[src/hdl/mvf_pkg.sv]
// shared constants, encodings and decode helpers of the vlan / address filter command block
package mvf_pkg;

  // ---------------------------------------------------------------------------
  // bus geometry and register offsets
  // ---------------------------------------------------------------------------
  localparam int unsigned APB_AW      = 12;
  localparam int unsigned APB_DW      = 32;
  localparam logic [11:0] ADDR_CMD    = 12'h000;
  localparam logic [11:0] ADDR_PL0    = 12'h004;
  localparam logic [11:0] ADDR_PL1    = 12'h008;
  localparam logic [11:0] ADDR_RESP   = 12'h00C;
  localparam logic [11:0] ADDR_STATUS = 12'h010;

  // ---------------------------------------------------------------------------
  // command and response codes
  // ---------------------------------------------------------------------------
  localparam logic [7:0]  OP_VLAN_EN       = 8'h0C;
  localparam logic [7:0]  OP_VLAN_DIS      = 8'h0D;
  localparam logic [7:0]  OP_SET_MAC       = 8'h0E;
  localparam logic [7:0]  RSP_FLAG         = 8'h80;
  localparam logic [15:0] RESP_OK          = 16'h0000;
  localparam logic [15:0] RESP_FAIL        = 16'h0001;
  localparam logic [15:0] RESP_UNSUP       = 16'h0002;
  localparam logic [15:0] REASON_NONE      = 16'h0000;
  localparam logic [15:0] REASON_BAD_PARAM = 16'h0002;
  localparam logic [15:0] REASON_ZERO_MAC  = 16'h0008;
  localparam logic [7:0]  RSP_LEN_BYTES    = 8'h2E;   // response incl. checksum and pad

  // ---------------------------------------------------------------------------
  // field positions
  // ---------------------------------------------------------------------------
  localparam int unsigned CMD_OP_MSB    = 7;
  localparam int unsigned CMD_CKSUM_BIT = 8;
  localparam int unsigned CMD_IDMIS_BIT = 9;
  localparam int unsigned MAC_LO_LSB    = 16;
  localparam int unsigned IDX_LSB       = 8;
  localparam int unsigned KIND_LSB      = 5;
  localparam int unsigned ENA_BIT       = 0;
  localparam logic [2:0]  AK_UNICAST    = 3'h0;
  localparam logic [2:0]  AK_MULTICAST  = 3'h1;
  localparam logic [7:0]  MODE_ONLY     = 8'h01;
  localparam logic [7:0]  MODE_PLUS     = 8'h02;
  localparam logic [7:0]  MODE_ANY      = 8'h03;
  localparam int unsigned MAX_SLOTS     = 8;

  // ---------------------------------------------------------------------------
  // types
  // ---------------------------------------------------------------------------
  typedef enum logic [1:0] {
    VL_OFF  = 2'b00,
    VL_ONLY = 2'b01,
    VL_PLUS = 2'b10,
    VL_ANY  = 2'b11
  } mvf_vlan_t;

  typedef enum logic [1:0] {
    SK_UC  = 2'b00,
    SK_MC  = 2'b01,
    SK_MIX = 2'b10
  } mvf_kind_t;

  localparam mvf_vlan_t VLAN_RST = VL_OFF;

  // kind of a zero-based slot: unicast slots first, then multicast, then mixed
  function automatic mvf_kind_t slot_kind(input logic [3:0] idx0, input logic [3:0] nuc,
                                          input logic [3:0] nmc);
    if (idx0 < nuc) begin
      return SK_UC;
    end else if (idx0 < 4'(nuc + nmc)) begin
      return SK_MC;
    end
    return SK_MIX;
  endfunction : slot_kind

endpackage : mvf_pkg

[src/hdl/mvf_slot_if.sv]
// carrier between the command logic and the address match engine
interface mvf_slot_if;
  logic        wr_en;
  logic [2:0]  wr_idx;
  logic [47:0] wr_addr;
  logic        wr_enable;
  logic [47:0] lk_da;
  logic        hit;
  logic [7:0]  act;

  modport ctl (output wr_en, wr_idx, wr_addr, wr_enable, lk_da, input hit, act);
  modport eng (input wr_en, wr_idx, wr_addr, wr_enable, lk_da, output hit, act);
endinterface : mvf_slot_if

[src/hdl/mvf_match_eng.sv]
// exact-match destination address slots
module mvf_match_eng #(
  parameter int unsigned N_SLOTS = 8
) (
  input  wire logic i_clk,
  input  wire logic i_reset,
  mvf_slot_if.eng   slot
);
  import mvf_pkg::*;

  logic [47:0] addr_r   [N_SLOTS];
  logic [47:0] addr_nxt [N_SLOTS];
  logic [N_SLOTS-1:0] act_r;
  logic [N_SLOTS-1:0] act_nxt;
  logic [N_SLOTS-1:0] match;

  // ---------------------------------------------------------------------------
  // slot update: enable loads or overwrites, disable discards the address
  // ---------------------------------------------------------------------------
  always_comb begin
    act_nxt = act_r;
    for (int i = 0; i < N_SLOTS; i++) begin
      addr_nxt[i] = addr_r[i];
    end
    if (slot.wr_en) begin
      act_nxt[slot.wr_idx]  = slot.wr_enable;                              // [RQ10] [RQ12] [RQ14]
      addr_nxt[slot.wr_idx] = slot.wr_enable ? slot.wr_addr : 48'h0000_0000_0000; // [RQ11] [RQ12]
    end
  end

  always_ff @(posedge i_clk or posedge i_reset) begin
    if (i_reset) begin
      act_r <= '0;
      for (int i = 0; i < N_SLOTS; i++) begin
        addr_r[i] <= 48'h0000_0000_0000;
      end
    end else begin
      act_r <= act_nxt;
      for (int i = 0; i < N_SLOTS; i++) begin
        addr_r[i] <= addr_nxt[i];
      end
    end
  end

  // ---------------------------------------------------------------------------
  // full 48-bit compare per slot, only active slots count
  // ---------------------------------------------------------------------------
  for (genvar g = 0; g < N_SLOTS; g++) begin : g_cmp
    assign match[g] = act_r[g] && (addr_r[g] == slot.lk_da); // [RQ4] [RQ5]
  end

  assign slot.hit = |match;
  assign slot.act = MAX_SLOTS'(act_r);

endmodule : mvf_match_eng

[src/hdl/mvf_filter_top.sv]
// sideband vlan / address filter command interpreter with inbound frame forwarding decision
//
// Notes on behaviour
// RQ1 - enable-vlan command is always answered unless checksum or identifier is bad
// RQ2 - after disable-vlan only untagged frames that hit an address slot pass
// RQ3 - disable-vlan command is always answered unless checksum or identifier is bad
// RQ4 - frames passing vlan check forward when destination equals an active slot address
// RQ5 - slots are unicast, multicast or mixed; mixed matches either kind exactly
// RQ6 - at least one unicast or mixed slot exists
// RQ7 - no more than eight slots in total
// RQ8 - one-based index walks unicast, then multicast, then mixed slots
// RQ9 - unicast address into multicast slot is refused as an error
// RQ10 - enable flag set loads the full address and starts forwarding on it
// RQ11 - enabling an already active slot overwrites its address
// RQ12 - enable flag clear ignores address, clears slot, stops its use
// RQ13 - kind field: zero unicast, one multicast, two to seven reserved
// RQ14 - enable flag: zero disables the slot, one enables it
// RQ15 - eight-bit index, value n selects slot n
// RQ16 - address programming command is always answered unless checksum or identifier bad
// RQ17 - all-zero address answers with the zero-address reason code
// RQ18 - modes: tagged matching only; plus untagged; any frame; address filter always applies
// RQ19 - payload: six address bytes msb first, index byte, kind and enable byte
// RQ20 - response: 16-bit code, 16-bit reason, then checksum and pad
module mvf_filter_top #(
  parameter int unsigned N_UC  = 4,
  parameter int unsigned N_MC  = 2,
  parameter int unsigned N_MIX = 2
) (
  input  wire logic                        I_CLK,
  input  wire logic                        I_RESET,
  input  wire logic                        I_PSEL,
  input  wire logic                        I_PENABLE,
  input  wire logic                        I_PWRITE,
  input  wire logic [mvf_pkg::APB_AW-1:0]  I_PADDR,
  input  wire logic [mvf_pkg::APB_DW-1:0]  I_PWDATA,
  output      logic [mvf_pkg::APB_DW-1:0]  O_PRDATA,
  output      logic                        O_PREADY,
  output      logic                        O_PSLVERR,
  input  wire logic                        I_FRM_VALID,
  input  wire logic [47:0]                 I_FRM_DA,
  input  wire logic                        I_FRM_TAGGED,
  input  wire logic                        I_FRM_VLAN_HIT,
  output      logic                        O_FRM_DONE,
  output      logic                        O_FRM_FWD
);
  import mvf_pkg::*;

  localparam int unsigned N_TOT = N_UC + N_MC + N_MIX;
  localparam logic [3:0]  NUC4  = 4'(N_UC);
  localparam logic [3:0]  NMC4  = 4'(N_MC);
  localparam logic [7:0]  NTOT8 = 8'(N_TOT);

  mvf_slot_if slot ();

  // ---------------------------------------------------------------------------
  // state
  // ---------------------------------------------------------------------------
  logic [31:0] prdata_r,  prdata_nxt;
  logic        pready_r,  pready_nxt;
  logic        pslverr_r, pslverr_nxt;
  logic [31:0] pl0_r,     pl0_nxt;
  logic [31:0] pl1_r,     pl1_nxt;
  logic        rsp_vld_r, rsp_vld_nxt;
  logic [7:0]  rsp_op_r,  rsp_op_nxt;
  logic [15:0] resp_r,    resp_nxt;
  logic [15:0] reason_r,  reason_nxt;
  logic        drop_r,    drop_nxt;
  mvf_vlan_t   vlan_r,    vlan_nxt;
  logic        done_r,    done_nxt;
  logic        fwd_r,     fwd_nxt;

  // ---------------------------------------------------------------------------
  // decode of bus phase and command payload
  // ---------------------------------------------------------------------------
  logic        setup, acc, cmd_wr, cmd_bad, rd_resp, rd_stat, idx_ok, kind_ok, vlan_ok;
  logic [7:0]  op, idx, mode;
  logic [2:0]  akind;
  logic        ena;
  logic [47:0] mac;
  logic [3:0]  idx0;
  mvf_kind_t   skind;

  assign setup   = I_PSEL && !I_PENABLE;
  assign acc     = I_PSEL && I_PENABLE && pready_r;          // transfer completes here
  assign cmd_wr  = acc && I_PWRITE && (I_PADDR == ADDR_CMD);
  assign cmd_bad = I_PWDATA[CMD_CKSUM_BIT] || I_PWDATA[CMD_IDMIS_BIT];
  assign rd_resp = acc && !I_PWRITE && (I_PADDR == ADDR_RESP);
  assign rd_stat = acc && !I_PWRITE && (I_PADDR == ADDR_STATUS);
  assign op      = I_PWDATA[CMD_OP_MSB:0];
  assign mac     = {pl0_r, pl1_r[31:MAC_LO_LSB]};               // [RQ19]
  assign idx     = pl1_r[IDX_LSB+7:IDX_LSB];                     // [RQ15] [RQ19]
  assign akind   = pl1_r[KIND_LSB+2:KIND_LSB];                   // [RQ13] [RQ19]
  assign ena     = pl1_r[ENA_BIT];                               // [RQ14]
  assign mode    = pl0_r[7:0];
  assign idx0    = 4'(idx - 8'h01);
  assign idx_ok  = (idx != 8'h00) && (idx <= NTOT8);             // [RQ8] [RQ15]
  assign skind   = slot_kind(idx0, NUC4, NMC4);                  // [RQ8]
  // reserved kinds never fit; unicast needs a non-multicast slot
  assign kind_ok = ((akind == AK_UNICAST) && (skind != SK_MC))
                || ((akind == AK_MULTICAST) && (skind != SK_UC)); // [RQ9] [RQ13]

  // register read mux, also the mapped-address check
  function automatic logic [32:0] reg_read(input logic [11:0] a, input logic [31:0] p0,
                                           input logic [31:0] p1, input logic [31:0] rsp,
                                           input logic [31:0] st);
    case (a)
      ADDR_CMD:    return {1'b1, 32'h0000_0000};
      ADDR_PL0:    return {1'b1, p0};
      ADDR_PL1:    return {1'b1, p1};
      ADDR_RESP:   return {1'b1, rsp};
      ADDR_STATUS: return {1'b1, st};
      default:     return {1'b0, 32'h0000_0000};
    endcase
  endfunction : reg_read

  // ---------------------------------------------------------------------------
  // apb slave: zero wait states, read data and error prepared in setup
  // ---------------------------------------------------------------------------
  logic [32:0] rd_word;
  logic [31:0] stat_word;

  assign stat_word = {8'h00, RSP_LEN_BYTES, 2'b00, vlan_r, drop_r, rsp_vld_r, 2'b00, rsp_op_r};
  assign rd_word   = reg_read(I_PADDR, pl0_r, pl1_r, {resp_r, reason_r}, stat_word);

  always_comb begin
    pready_nxt  = setup;
    prdata_nxt  = setup ? rd_word[31:0] : 32'h0000_0000;
    pslverr_nxt = setup && !rd_word[32];
    pl0_nxt     = (acc && I_PWRITE && (I_PADDR == ADDR_PL0)) ? I_PWDATA : pl0_r;
    pl1_nxt     = (acc && I_PWRITE && (I_PADDR == ADDR_PL1)) ? I_PWDATA : pl1_r;
  end

  always_ff @(posedge I_CLK or posedge I_RESET) begin
    if (I_RESET) begin
      pready_r  <= 1'b0;
      prdata_r  <= 32'h0000_0000;
      pslverr_r <= 1'b0;
      pl0_r     <= 32'h0000_0000;
      pl1_r     <= 32'h0000_0000;
    end else begin
      pready_r  <= pready_nxt;
      prdata_r  <= prdata_nxt;
      pslverr_r <= pslverr_nxt;
      pl0_r     <= pl0_nxt;
      pl1_r     <= pl1_nxt;
    end
  end

  // ---------------------------------------------------------------------------
  // command execution: one command per write to the command register
  // ---------------------------------------------------------------------------
  always_comb begin
    rsp_vld_nxt    = rsp_vld_r;
    rsp_op_nxt     = rsp_op_r;
    resp_nxt       = resp_r;
    reason_nxt     = reason_r;
    drop_nxt       = drop_r;
    vlan_nxt       = vlan_r;
    slot.wr_en     = 1'b0;
    slot.wr_idx    = idx0[2:0];
    slot.wr_addr   = mac;
    slot.wr_enable = ena;
    // clears first so that a new event in the same cycle wins
    if (rd_resp) begin
      rsp_vld_nxt = 1'b0;
    end
    if (rd_stat) begin
      drop_nxt = 1'b0;
    end
    if (cmd_wr && cmd_bad) begin
      drop_nxt = 1'b1;                                  // damaged command: silently dropped
    end else if (cmd_wr) begin
      rsp_vld_nxt = 1'b1;                               // [RQ1] [RQ3] [RQ16]
      rsp_op_nxt  = op | RSP_FLAG;
      resp_nxt    = RESP_OK;                            // [RQ20]
      reason_nxt  = REASON_NONE;
      case (op)
        OP_VLAN_EN: begin
          case (mode)
            MODE_ONLY: vlan_nxt = VL_ONLY;              // [RQ18]
            MODE_PLUS: vlan_nxt = VL_PLUS;              // [RQ18]
            MODE_ANY:  vlan_nxt = VL_ANY;               // [RQ18]
            default: begin
              resp_nxt   = RESP_FAIL;
              reason_nxt = REASON_BAD_PARAM;
            end
          endcase
        end
        OP_VLAN_DIS: begin
          vlan_nxt = VL_OFF;                            // [RQ2]
        end
        OP_SET_MAC: begin
          if (!idx_ok || (ena && !kind_ok)) begin
            resp_nxt   = RESP_FAIL;                     // [RQ9]
            reason_nxt = REASON_BAD_PARAM;
          end else if (ena && (mac == 48'h0000_0000_0000)) begin
            resp_nxt   = RESP_FAIL;                     // [RQ17]
            reason_nxt = REASON_ZERO_MAC;
          end else begin
            slot.wr_en = 1'b1;                          // [RQ10] [RQ11] [RQ12]
          end
        end
        default: begin
          resp_nxt   = RESP_UNSUP;
          reason_nxt = REASON_NONE;
        end
      endcase
    end
  end

  always_ff @(posedge I_CLK or posedge I_RESET) begin
    if (I_RESET) begin
      rsp_vld_r <= 1'b0;
      rsp_op_r  <= 8'h00;
      resp_r    <= RESP_OK;
      reason_r  <= REASON_NONE;
      drop_r    <= 1'b0;
      vlan_r    <= VLAN_RST;
    end else begin
      rsp_vld_r <= rsp_vld_nxt;
      rsp_op_r  <= rsp_op_nxt;
      resp_r    <= resp_nxt;
      reason_r  <= reason_nxt;
      drop_r    <= drop_nxt;
      vlan_r    <= vlan_nxt;
    end
  end

  // ---------------------------------------------------------------------------
  // inbound frame decision: vlan gate and address match, one cycle latency
  // ---------------------------------------------------------------------------
  assign slot.lk_da = I_FRM_DA;

  always_comb begin
    case (vlan_r)
      VL_OFF:  vlan_ok = !I_FRM_TAGGED;                        // [RQ2]
      VL_ONLY: vlan_ok = I_FRM_TAGGED && I_FRM_VLAN_HIT;       // [RQ18]
      VL_PLUS: vlan_ok = !I_FRM_TAGGED || I_FRM_VLAN_HIT;      // [RQ18]
      VL_ANY:  vlan_ok = 1'b1;                                 // [RQ18]
      default: vlan_ok = 1'b0;
    endcase
    done_nxt = I_FRM_VALID;
    fwd_nxt  = I_FRM_VALID && vlan_ok && slot.hit;             // [RQ4]
  end

  always_ff @(posedge I_CLK or posedge I_RESET) begin
    if (I_RESET) begin
      done_r <= 1'b0;
      fwd_r  <= 1'b0;
    end else begin
      done_r <= done_nxt;
      fwd_r  <= fwd_nxt;
    end
  end

  // slot storage; width fixed to the count actually built
  mvf_match_eng #(
    .N_SLOTS (N_TOT)
  ) u_eng (
    .i_clk   (I_CLK),
    .i_reset (I_RESET),
    .slot    (slot)
  );

  assign O_PRDATA  = prdata_r;
  assign O_PREADY  = pready_r;
  assign O_PSLVERR = pslverr_r;
  assign O_FRM_DONE = done_r;
  assign O_FRM_FWD  = fwd_r;

  // ---------------------------------------------------------------------------
  // checks
  // ---------------------------------------------------------------------------
  a_slot_count_max: assert property (@(posedge I_CLK) disable iff (I_RESET) // [RQ7]
    (N_TOT <= MAX_SLOTS)) else $error("too many address slots");
  a_unicast_slot_avail: assert property (@(posedge I_CLK) disable iff (I_RESET) // [RQ6]
    ((N_UC + N_MIX) >= 1)) else $error("no slot can hold a unicast address");
  a_cmd_gets_rsp: assert property (@(posedge I_CLK) disable iff (I_RESET) // [RQ1] [RQ3] [RQ16]
    (cmd_wr && !cmd_bad && !rd_resp) |=> (rsp_vld_r && (rsp_op_r == ($past(op) | RSP_FLAG))))
    else $error("good command without response");
  a_bad_cmd_silent: assert property (@(posedge I_CLK) disable iff (I_RESET)
    (cmd_wr && cmd_bad) |=> ($stable(rsp_op_r) && drop_r && $stable(vlan_r)))
    else $error("damaged command acted upon");
  a_off_blocks_tag: assert property (@(posedge I_CLK) disable iff (I_RESET) // [RQ2]
    (vlan_r == VL_OFF && I_FRM_VALID && I_FRM_TAGGED) |=> (O_FRM_DONE && !O_FRM_FWD))
    else $error("tagged frame passed with vlan disabled");
  a_fwd_needs_hit: assert property (@(posedge I_CLK) disable iff (I_RESET) // [RQ4]
    O_FRM_FWD |-> ($past(I_FRM_VALID) && $past(slot.hit)))
    else $error("frame forwarded without address hit");
  a_any_mode_pass: assert property (@(posedge I_CLK) disable iff (I_RESET) // [RQ18]
    (vlan_r == VL_ANY && I_FRM_VALID && slot.hit) |=> O_FRM_FWD)
    else $error("any-vlan mode dropped a matching frame");
  // a refused zero address must leave the active flag of every slot as it was
  a_zero_mac_reason: assert property (@(posedge I_CLK) disable iff (I_RESET) // [RQ17]
    (cmd_wr && !cmd_bad && op == OP_SET_MAC && idx_ok && ena && kind_ok && mac == 48'h0000_0000_0000)
    |=> ((reason_r == REASON_ZERO_MAC) && $stable(slot.act)))
    else $error("zero address not reported or loaded");
  a_uc_in_mc_fails: assert property (@(posedge I_CLK) disable iff (I_RESET) // [RQ9]
    (cmd_wr && !cmd_bad && op == OP_SET_MAC && ena && akind == AK_UNICAST && idx_ok && skind == SK_MC)
    |-> (!slot.wr_en ##1 (resp_r == RESP_FAIL))) else $error("unicast put into multicast slot");
  a_slot_set_clear: assert property (@(posedge I_CLK) disable iff (I_RESET) // [RQ10] [RQ12]
    slot.wr_en |=> (slot.act[$past(slot.wr_idx)] == $past(slot.wr_enable)))
    else $error("slot active state not updated");

endmodule : mvf_filter_top

[config.mk]
export PLATFORM = sky130hd
export DESIGN_NAME = mvf_filter_top
export DESIGN_NICKNAME = d
export VERILOG_FILES = /design/src/hdl/mvf_pkg.sv /design/src/hdl/mvf_slot_if.sv /design/src/hdl/mvf_match_eng.sv /design/src/hdl/mvf_filter_top.sv
export SDC_FILE = /design/constraint.sdc
export NUM_CORES = 1
export LEC_CHECK = 0
export BUFFER_PORTS_ARGS = -buffer_cell sky130_fd_sc_hd__buf_2
export CAP_MARGIN = 20
export CORE_MARGIN = 5
export CORE_UTILIZATION = 26
export DETAILED_ROUTE_END_ITERATION = 6
export SETUP_SLACK_MARGIN = 0.3
export SLEW_MARGIN = 25
export SYNTH_ARGS = -nofsm -noshare
export SYNTH_HDL_FRONTEND = slang
export SYNTH_HIERARCHICAL = 1
export SYNTH_SLANG_ARGS = --single-unit
export TNS_END_PERCENT = 20
[constraint.sdc]
create_clock -name I_CLK -period 33.3 [get_ports I_CLK]
set_clock_uncertainty 0.05 [all_clocks]
set_input_delay 4.995 -clock I_CLK [delete_from_list [all_inputs] [get_ports I_CLK]]
set_output_delay 4.995 -clock I_CLK [all_outputs]
set_load 0.005 [all_outputs]
==> flow_summary.json, run 1 <==
{
  "status": "completed",
  "synth-async-reset-ratio_pct": 100,
  "synth_seq_cells": 508,
  "rsz0062_at_grt": "false",
  "io_buffers": 135,
  "relSlewSlack_pct": 31.1,
  "period_share_pct": 24.8,
  "drt_iter0_drc": 1679,
  "path_cells": "buf_2 -> nor4_1 -> and3_1 -> and3_1 -> nand2_1 -> nor3_2 -> nor2b_1 -> nand3_4 -> mux2_2",
  "timing.fmax_mhz": 121,
  "worstMarginPinSlew_ns": 1.03,
  "worst_path_largest_cell_delay_ns": 0.80,
  "synth_cell_types": 54,
  "critical_path.top_delay_family": "simple AND/OR/NAND/NOR gates",
  "io_pins": 136,
  "vdd_drop_max_mv": 0.0360,
  "wl_per_cell_um": 23.2,
  "vias": 17400,
  "setup_viol": 0,
  "p_per_area_nw_per_um2": 47.5,
  "die_area_um2": 96000,
  "gp_congestion": 0.886,
  "die_h_um": 310,
  "coreArea_um2": 89600,
  "cts_max_level": 2,
  "hold_viol": 0,
  "r2r-start": "pl1_r[8]",
  "ff2ff_path_depth": 10,
  "grt_max_degree": 134,
  "hold_path_depth": 1,
  "cts_resized": 0,
  "cp_max_fo": 97,
  "synth_nets": 2403,
  "clkLatencyLatePin_ns": 0.61,
  "drt_pass1_iterations": 6,
  "path_class": "in -> reg",
  "rows": 110,
  "r2r_slack_ns": 28.75,
  "syn_area_per_cell_um2": 10.2,
  "synth_common_cells": "dfrtp_1 (508), nand2_1 (450), o21ai_0 (394)",
  "min_path_type": "reg -> reg",
  "synth-main-ff-cell": "dfrtp_1",
  "worstSetupEndpointType": "flip-flop",
  "cts_root_buf": "clkbuf_16",
  "dieWidth_um": 310,
  "yosysMostFrequentCell": "dfrtp_1",
  "drv_cap": 0,
  "syn_inst": 2301,
  "setup-tns-final_ns": 0,
  "hpwl_um": 56800,
  "slowest_stage": "nand3_4",
  "cts_tree": "done",
  "ys_seq_area_share_pct": 54.4,
  "synth_area_leaders": "dfrtp_1 (54%), o21ai_0 (8.4%), xnor2_1 (7.9%)",
  "slew_violations": 0,
  "cts_buffer_depth": 3,
  "grt-ovfl-total": 0,
  "post-synth-top-area-fraction_pct": 54.4,
  "crit_path_start_kind": "primary input",
  "post_cts_buffers": 0,
  "whs_endpoint": "rsp_op_r[7]",
  "start_util_pct": 26.1,
  "drc": 0,
  "cp_num_buf_inv": 1,
  "hold_buffers": 0,
  "crit_required_ns": 33.73,
  "antenna_found_initial": 15,
  "reg2reg_to": "u_eng/slot.act[6]",
  "first_global_vias": 17000,
  "crit_top_cell": "and3_1",
  "synth_top_area_cell": "dfrtp_1",
  "worst_hold_slack_ns": 0.435,
  "worstPathArrival_ns": 8.69,
  "cts_buffers": 54,
  "hold_start": "rsp_op_r[7]",
  "syn2layout_area_growth_pct": 14.6,
  "cts.sinks": 508,
  "drt_wl_total_um": 82900,
  "final.min_clock_period_ns": 8.26,
  "synth_warnings": 6,
  "grt_use_total_pct": 17.1,
  "drive_gt1_share_pct": 13.8,
  "cp-startpoint": "I_PADDR[9]",
  "cts.reportedPaths.clkPinSlew_ns": 0.06,
  "grt_pass1_wl_um": 120000,
  "p_leak_nw": 11.5,
  "synth-edff-count": 0,
  "layout.nets": 2454,
  "ant_nets": 0,
  "detail_route.vias_per_cell": 4.88,
  "synth_area_um2": 23400
}
[worst max path at each step]
stage / endpoint / slack (ns) / depth (start not counted)
floorplan: u_eng/addr_r[0] / 17.36 / 1
global placement: u_eng/slot.act[6] / 24.23 / 9
global route: u_eng/addr_r[75] / 24.70 / 9
CTS: u_eng/slot.act[6] / 24.75 / 9
detailed placement: u_eng/slot.act[6] / 24.13 / 9
finish: u_eng/slot.act[6] / 25.04 / 9
[power by group]
part           internal [mW]  switching (mW)  total (mW)
combinational         0.0186          0.0477      0.0664
clock                  0.339           0.250       0.589
sequential             0.618        0.000111       0.618
total                  0.975           0.298        1.27
[worst register-to-register path: stages, from the launching register on]
cell and delay [ns]:
dfrtp_1 0.41, inv_1 0.32, ha_1 0.32, nand2b_1 0.15, a2111oi_0 0.10, o22ai_1 0.31
nand2_1 0.14, nor3_2 0.58, nor2b_1 0.66, nand3_4 0.80, mux2_2 0.60
[cell families after synthesis]
| logic type | after synthesis | share of synthesized area (%) |
|---|---|---|
| buffers and inverters | 189 | 3.71 |
| DFF | 508 | 54.4 |
| and+or+nand+nor | 691 | 13.2 |
| muxes | 82 | 3.95 |
| AOI/OAI and AO/OA | 475 | 11.3 |
| adders and majority gates | 2 | 0.107 |
| xor gates and xnor gates | 354 | 13.3 |
[through the flow]
step	std cells	worst slack (ns)	power (mW)	instance area (um2)	utilization [%]
detailed placement	3472	24.13	0.695	25000	27.9
global route	3567	24.70	1.31	26800	29.9
global placement	3470	24.23	0.695	25000	27.9
CTS	3566	24.75	1.28	26700	29.9
finish	3573	25.04	1.27	26800	29.9
floorplan	2301	17.36	0.669	23400	-
[cell usage in the layout (no fill, tap or decap), types with 11 or more instances in the layout]
cell type / instances
buf_4: 12
nand4_1: 59
buf_2: 135
a222oi_1: 11
nor4_1: 60
clkbuf_1: 11
inv_1: 31
nand2_1: 447
dfrtp_1: 507
nand3_1: 19
a22oi_1: 22
nor3_1: 12
nor2b_1: 13
xor2_1: 143
mux2_2: 75
o21ai_0: 394
clkbuf_16: 55
xnor2_1: 210
clkbuf_8: 17
nand2b_1: 11
nor2_1: 39
[layout make-up]
cell class | instances | area [um2]
Antenna cell | 7 | 17.5
Clock buffer | 83 | 1650
Clock inverter | 11 | 65.1
Fill cell | 9359 | 62800
Inverter | 33 | 139
Multi-Input combinational cell | 1604 | 9890
Sequential cell | 508 | 12700
Tap cell | 1176 | 1470
Timing Repair Buffer | 151 | 836
[registers in the layout, summed over array words and instances (netlist names)]
register and flops:
O_FRM_DONE 1, O_FRM_FWD 1, O_PRDATA 32, O_PREADY 1
O_PSLVERR 1, drop_r 1, pl0_r 32, pl1_r 32
reason_r 2, resp_r 2, rsp_op_r 8, rsp_vld_r 1
u_eng/addr_r 384, u_eng/slot.act 8, vlan_r 2
[per-layer routing]
metal / track usage [%] / routed length, um / up-vias
met5: 0 / 21 / -
met4: 5.18 / 2590 / 4
met3: 3.60 / 6380 / 117
met2: 27.3 / 38000 / 653
met1: 23.5 / 35900 / 8755
li1: - / - / 7914
No activity file was read; power rests on OpenSTA's default activity.
==> run 2: changes to the inputs <==
==> constraint.sdc (replaced) <==
create_clock -name I_CLK -period 7.1 [get_ports I_CLK]
set_clock_uncertainty 0.05 [all_clocks]
set_input_delay 1.065 -clock I_CLK [delete_from_list [all_inputs] [get_ports I_CLK]]
set_output_delay 1.065 -clock I_CLK [all_outputs]
set_load 0.005 [all_outputs]
==> flow_summary.json, run 2 (synthesis results as in run 1) <==
{
  "status": "completed",
  "timing.fmax_mhz": 225,
  "layout.nets": 2457,
  "antenna_found_initial": 14,
  "utilization_pct": 30.0,
  "start_util_pct": 26.1,
  "die_h_um": 310,
  "design_area_um2": 26900,
  "vdd_drop_max_mv": 0.182,
  "cp_max_fo": 97,
  "cts_buffer_depth": 3,
  "setup-tns-final_ns": 0,
  "final.min_clock_period_ns": 4.45,
  "cts_resized": 0,
  "path_class": "reg -> reg",
  "hpwl_um": 56600,
  "post_cts_buffers": 0,
  "drv_cap": 0,
  "power.total_mw": 6.18,
  "r2r_slack_ns": 2.65,
  "largest_register_ffs": 384,
  "worstPathArrival_ns": 4.89,
  "dieWidth_um": 310,
  "layout_common_cells": "dfrtp_1 (507), nand2_1 (447), o21ai_0 (394), xnor2_1 (210), xor2_1 (143)",
  "placed_cells": 3473,
  "cts_tree": "done",
  "p_per_area_nw_per_um2": 230,
  "drt_pass1_iterations": 5,
  "grt_max_degree": 165,
  "regMostFlops": "u_eng/addr_r",
  "syn2layout_area_growth_pct": 15.2,
  "drt_iter0_drc": 1677,
  "cts_buffers": 56,
  "hold_viol": 0,
  "io_pins": 136,
  "grt_use_total_pct": 17.0,
  "detail_route.vias_per_cell": 4.87,
  "die_area_um2": 96000,
  "fin_cells": 3578,
  "cp-startpoint": "pl1_r[8]",
  "vias": 17400,
  "cts_max_level": 2,
  "placed_area_um2": 25000,
  "coreArea_um2": 89600,
  "drive_gt1_share_pct": 14.2,
  "min_path_type": "reg -> reg",
  "ant_nets": 0,
  "p_leak_nw": 11.6,
  "cts_root_buf": "clkbuf_16",
  "drc": 0,
  "worstSetupEndpointType": "flip-flop",
  "cts.sinks": 508,
  "period_share_pct": 62.7,
  "hold_start": "u_eng/addr_r[285]",
  "rows": 110,
  "cts.reportedPaths.clkPinSlew_ns": 0.06,
  "first_global_vias": 16800,
  "worstMarginPinSlew_ns": 1.10,
  "grt_pass1_wl_um": 119000,
  "setup_viol": 0,
  "wl_per_cell_um": 23.2,
  "relSlewSlack_pct": 26.1,
  "crit_path_start_kind": "flip-flop",
  "slew_violations": 0,
  "r2r-start": "pl1_r[8]",
  "gp_congestion": 0.857,
  "rsz0062_at_grt": "false",
  "io_buffers": 135,
  "grt-ovfl-total": 0,
  "clkLatencyLatePin_ns": 0.61,
  "crit_required_ns": 7.54,
  "drt_wl_total_um": 83000,
  "hold_buffers": 0,
  "final_common_cell": "dfrtp_1"
}
==> run 2: path summary, 6_finish.rpt <==
path | to | depth (start not counted)
setup / recovery | u_eng/slot.act[4] | 10
setup reg to reg | u_eng/slot.act[4] | 10
hold reg to reg | u_eng/addr_r[285] | 2
min in group asynchronous | u_eng/addr_r[40] | 2
max in group asynchronous | pl1_r[0] | 3
hold / removal | u_eng/addr_r[285] | 2
==> run 2: per-stage QoR <==
stage                     hold WS, ns  setup WS (ns)
final                           0.435           2.65
after global routing            0.465           2.30
after CTS                       0.440           2.38
after detailed placement        0.426           1.95
after global placement          0.402           1.98
after floorplan                 0.385          0.711
==> run 2: routing by layer <==
layer  vias up  GRT usage (%)  wire length [um]
met3       179           4.14              6980
met2       705           26.5             37000
met5         -              0                78
li1       7937              -                 -
met1      8592           23.2             35400
met4        10           6.26              3610
==> run 2: final cells by class <==
type | count | area, um2
Fill cell | 9243 | 62700
Sequential cell | 508 | 12700
Multi-Input combinational cell | 1604 | 9880
Clock buffer | 79 | 1630
Tap cell | 1176 | 1470
Timing Repair Buffer | 152 | 848
Clock inverter | 24 | 240
Inverter | 33 | 130
Antenna cell | 2 | 5.00
==> run 2: worst max-delay path, stage by stage (launching register included) <==
cell	delay, ns
dfrtp_1	0.41
inv_1	0.33
ha_1	0.32
nand2b_1	0.15
a2111oi_0	0.11
o22ai_1	0.29
nand2_1	0.15
nor3_2	0.56
nor2b_1	0.65
nand2_4	0.69
mux2_2	0.52
==> run 2: power breakdown <==
group	total (mW)	internal (mW)	switching [mW]
sequential	2.90	2.90	0.000585
clock	2.97	1.74	1.23
combinational	0.312	0.0875	0.224
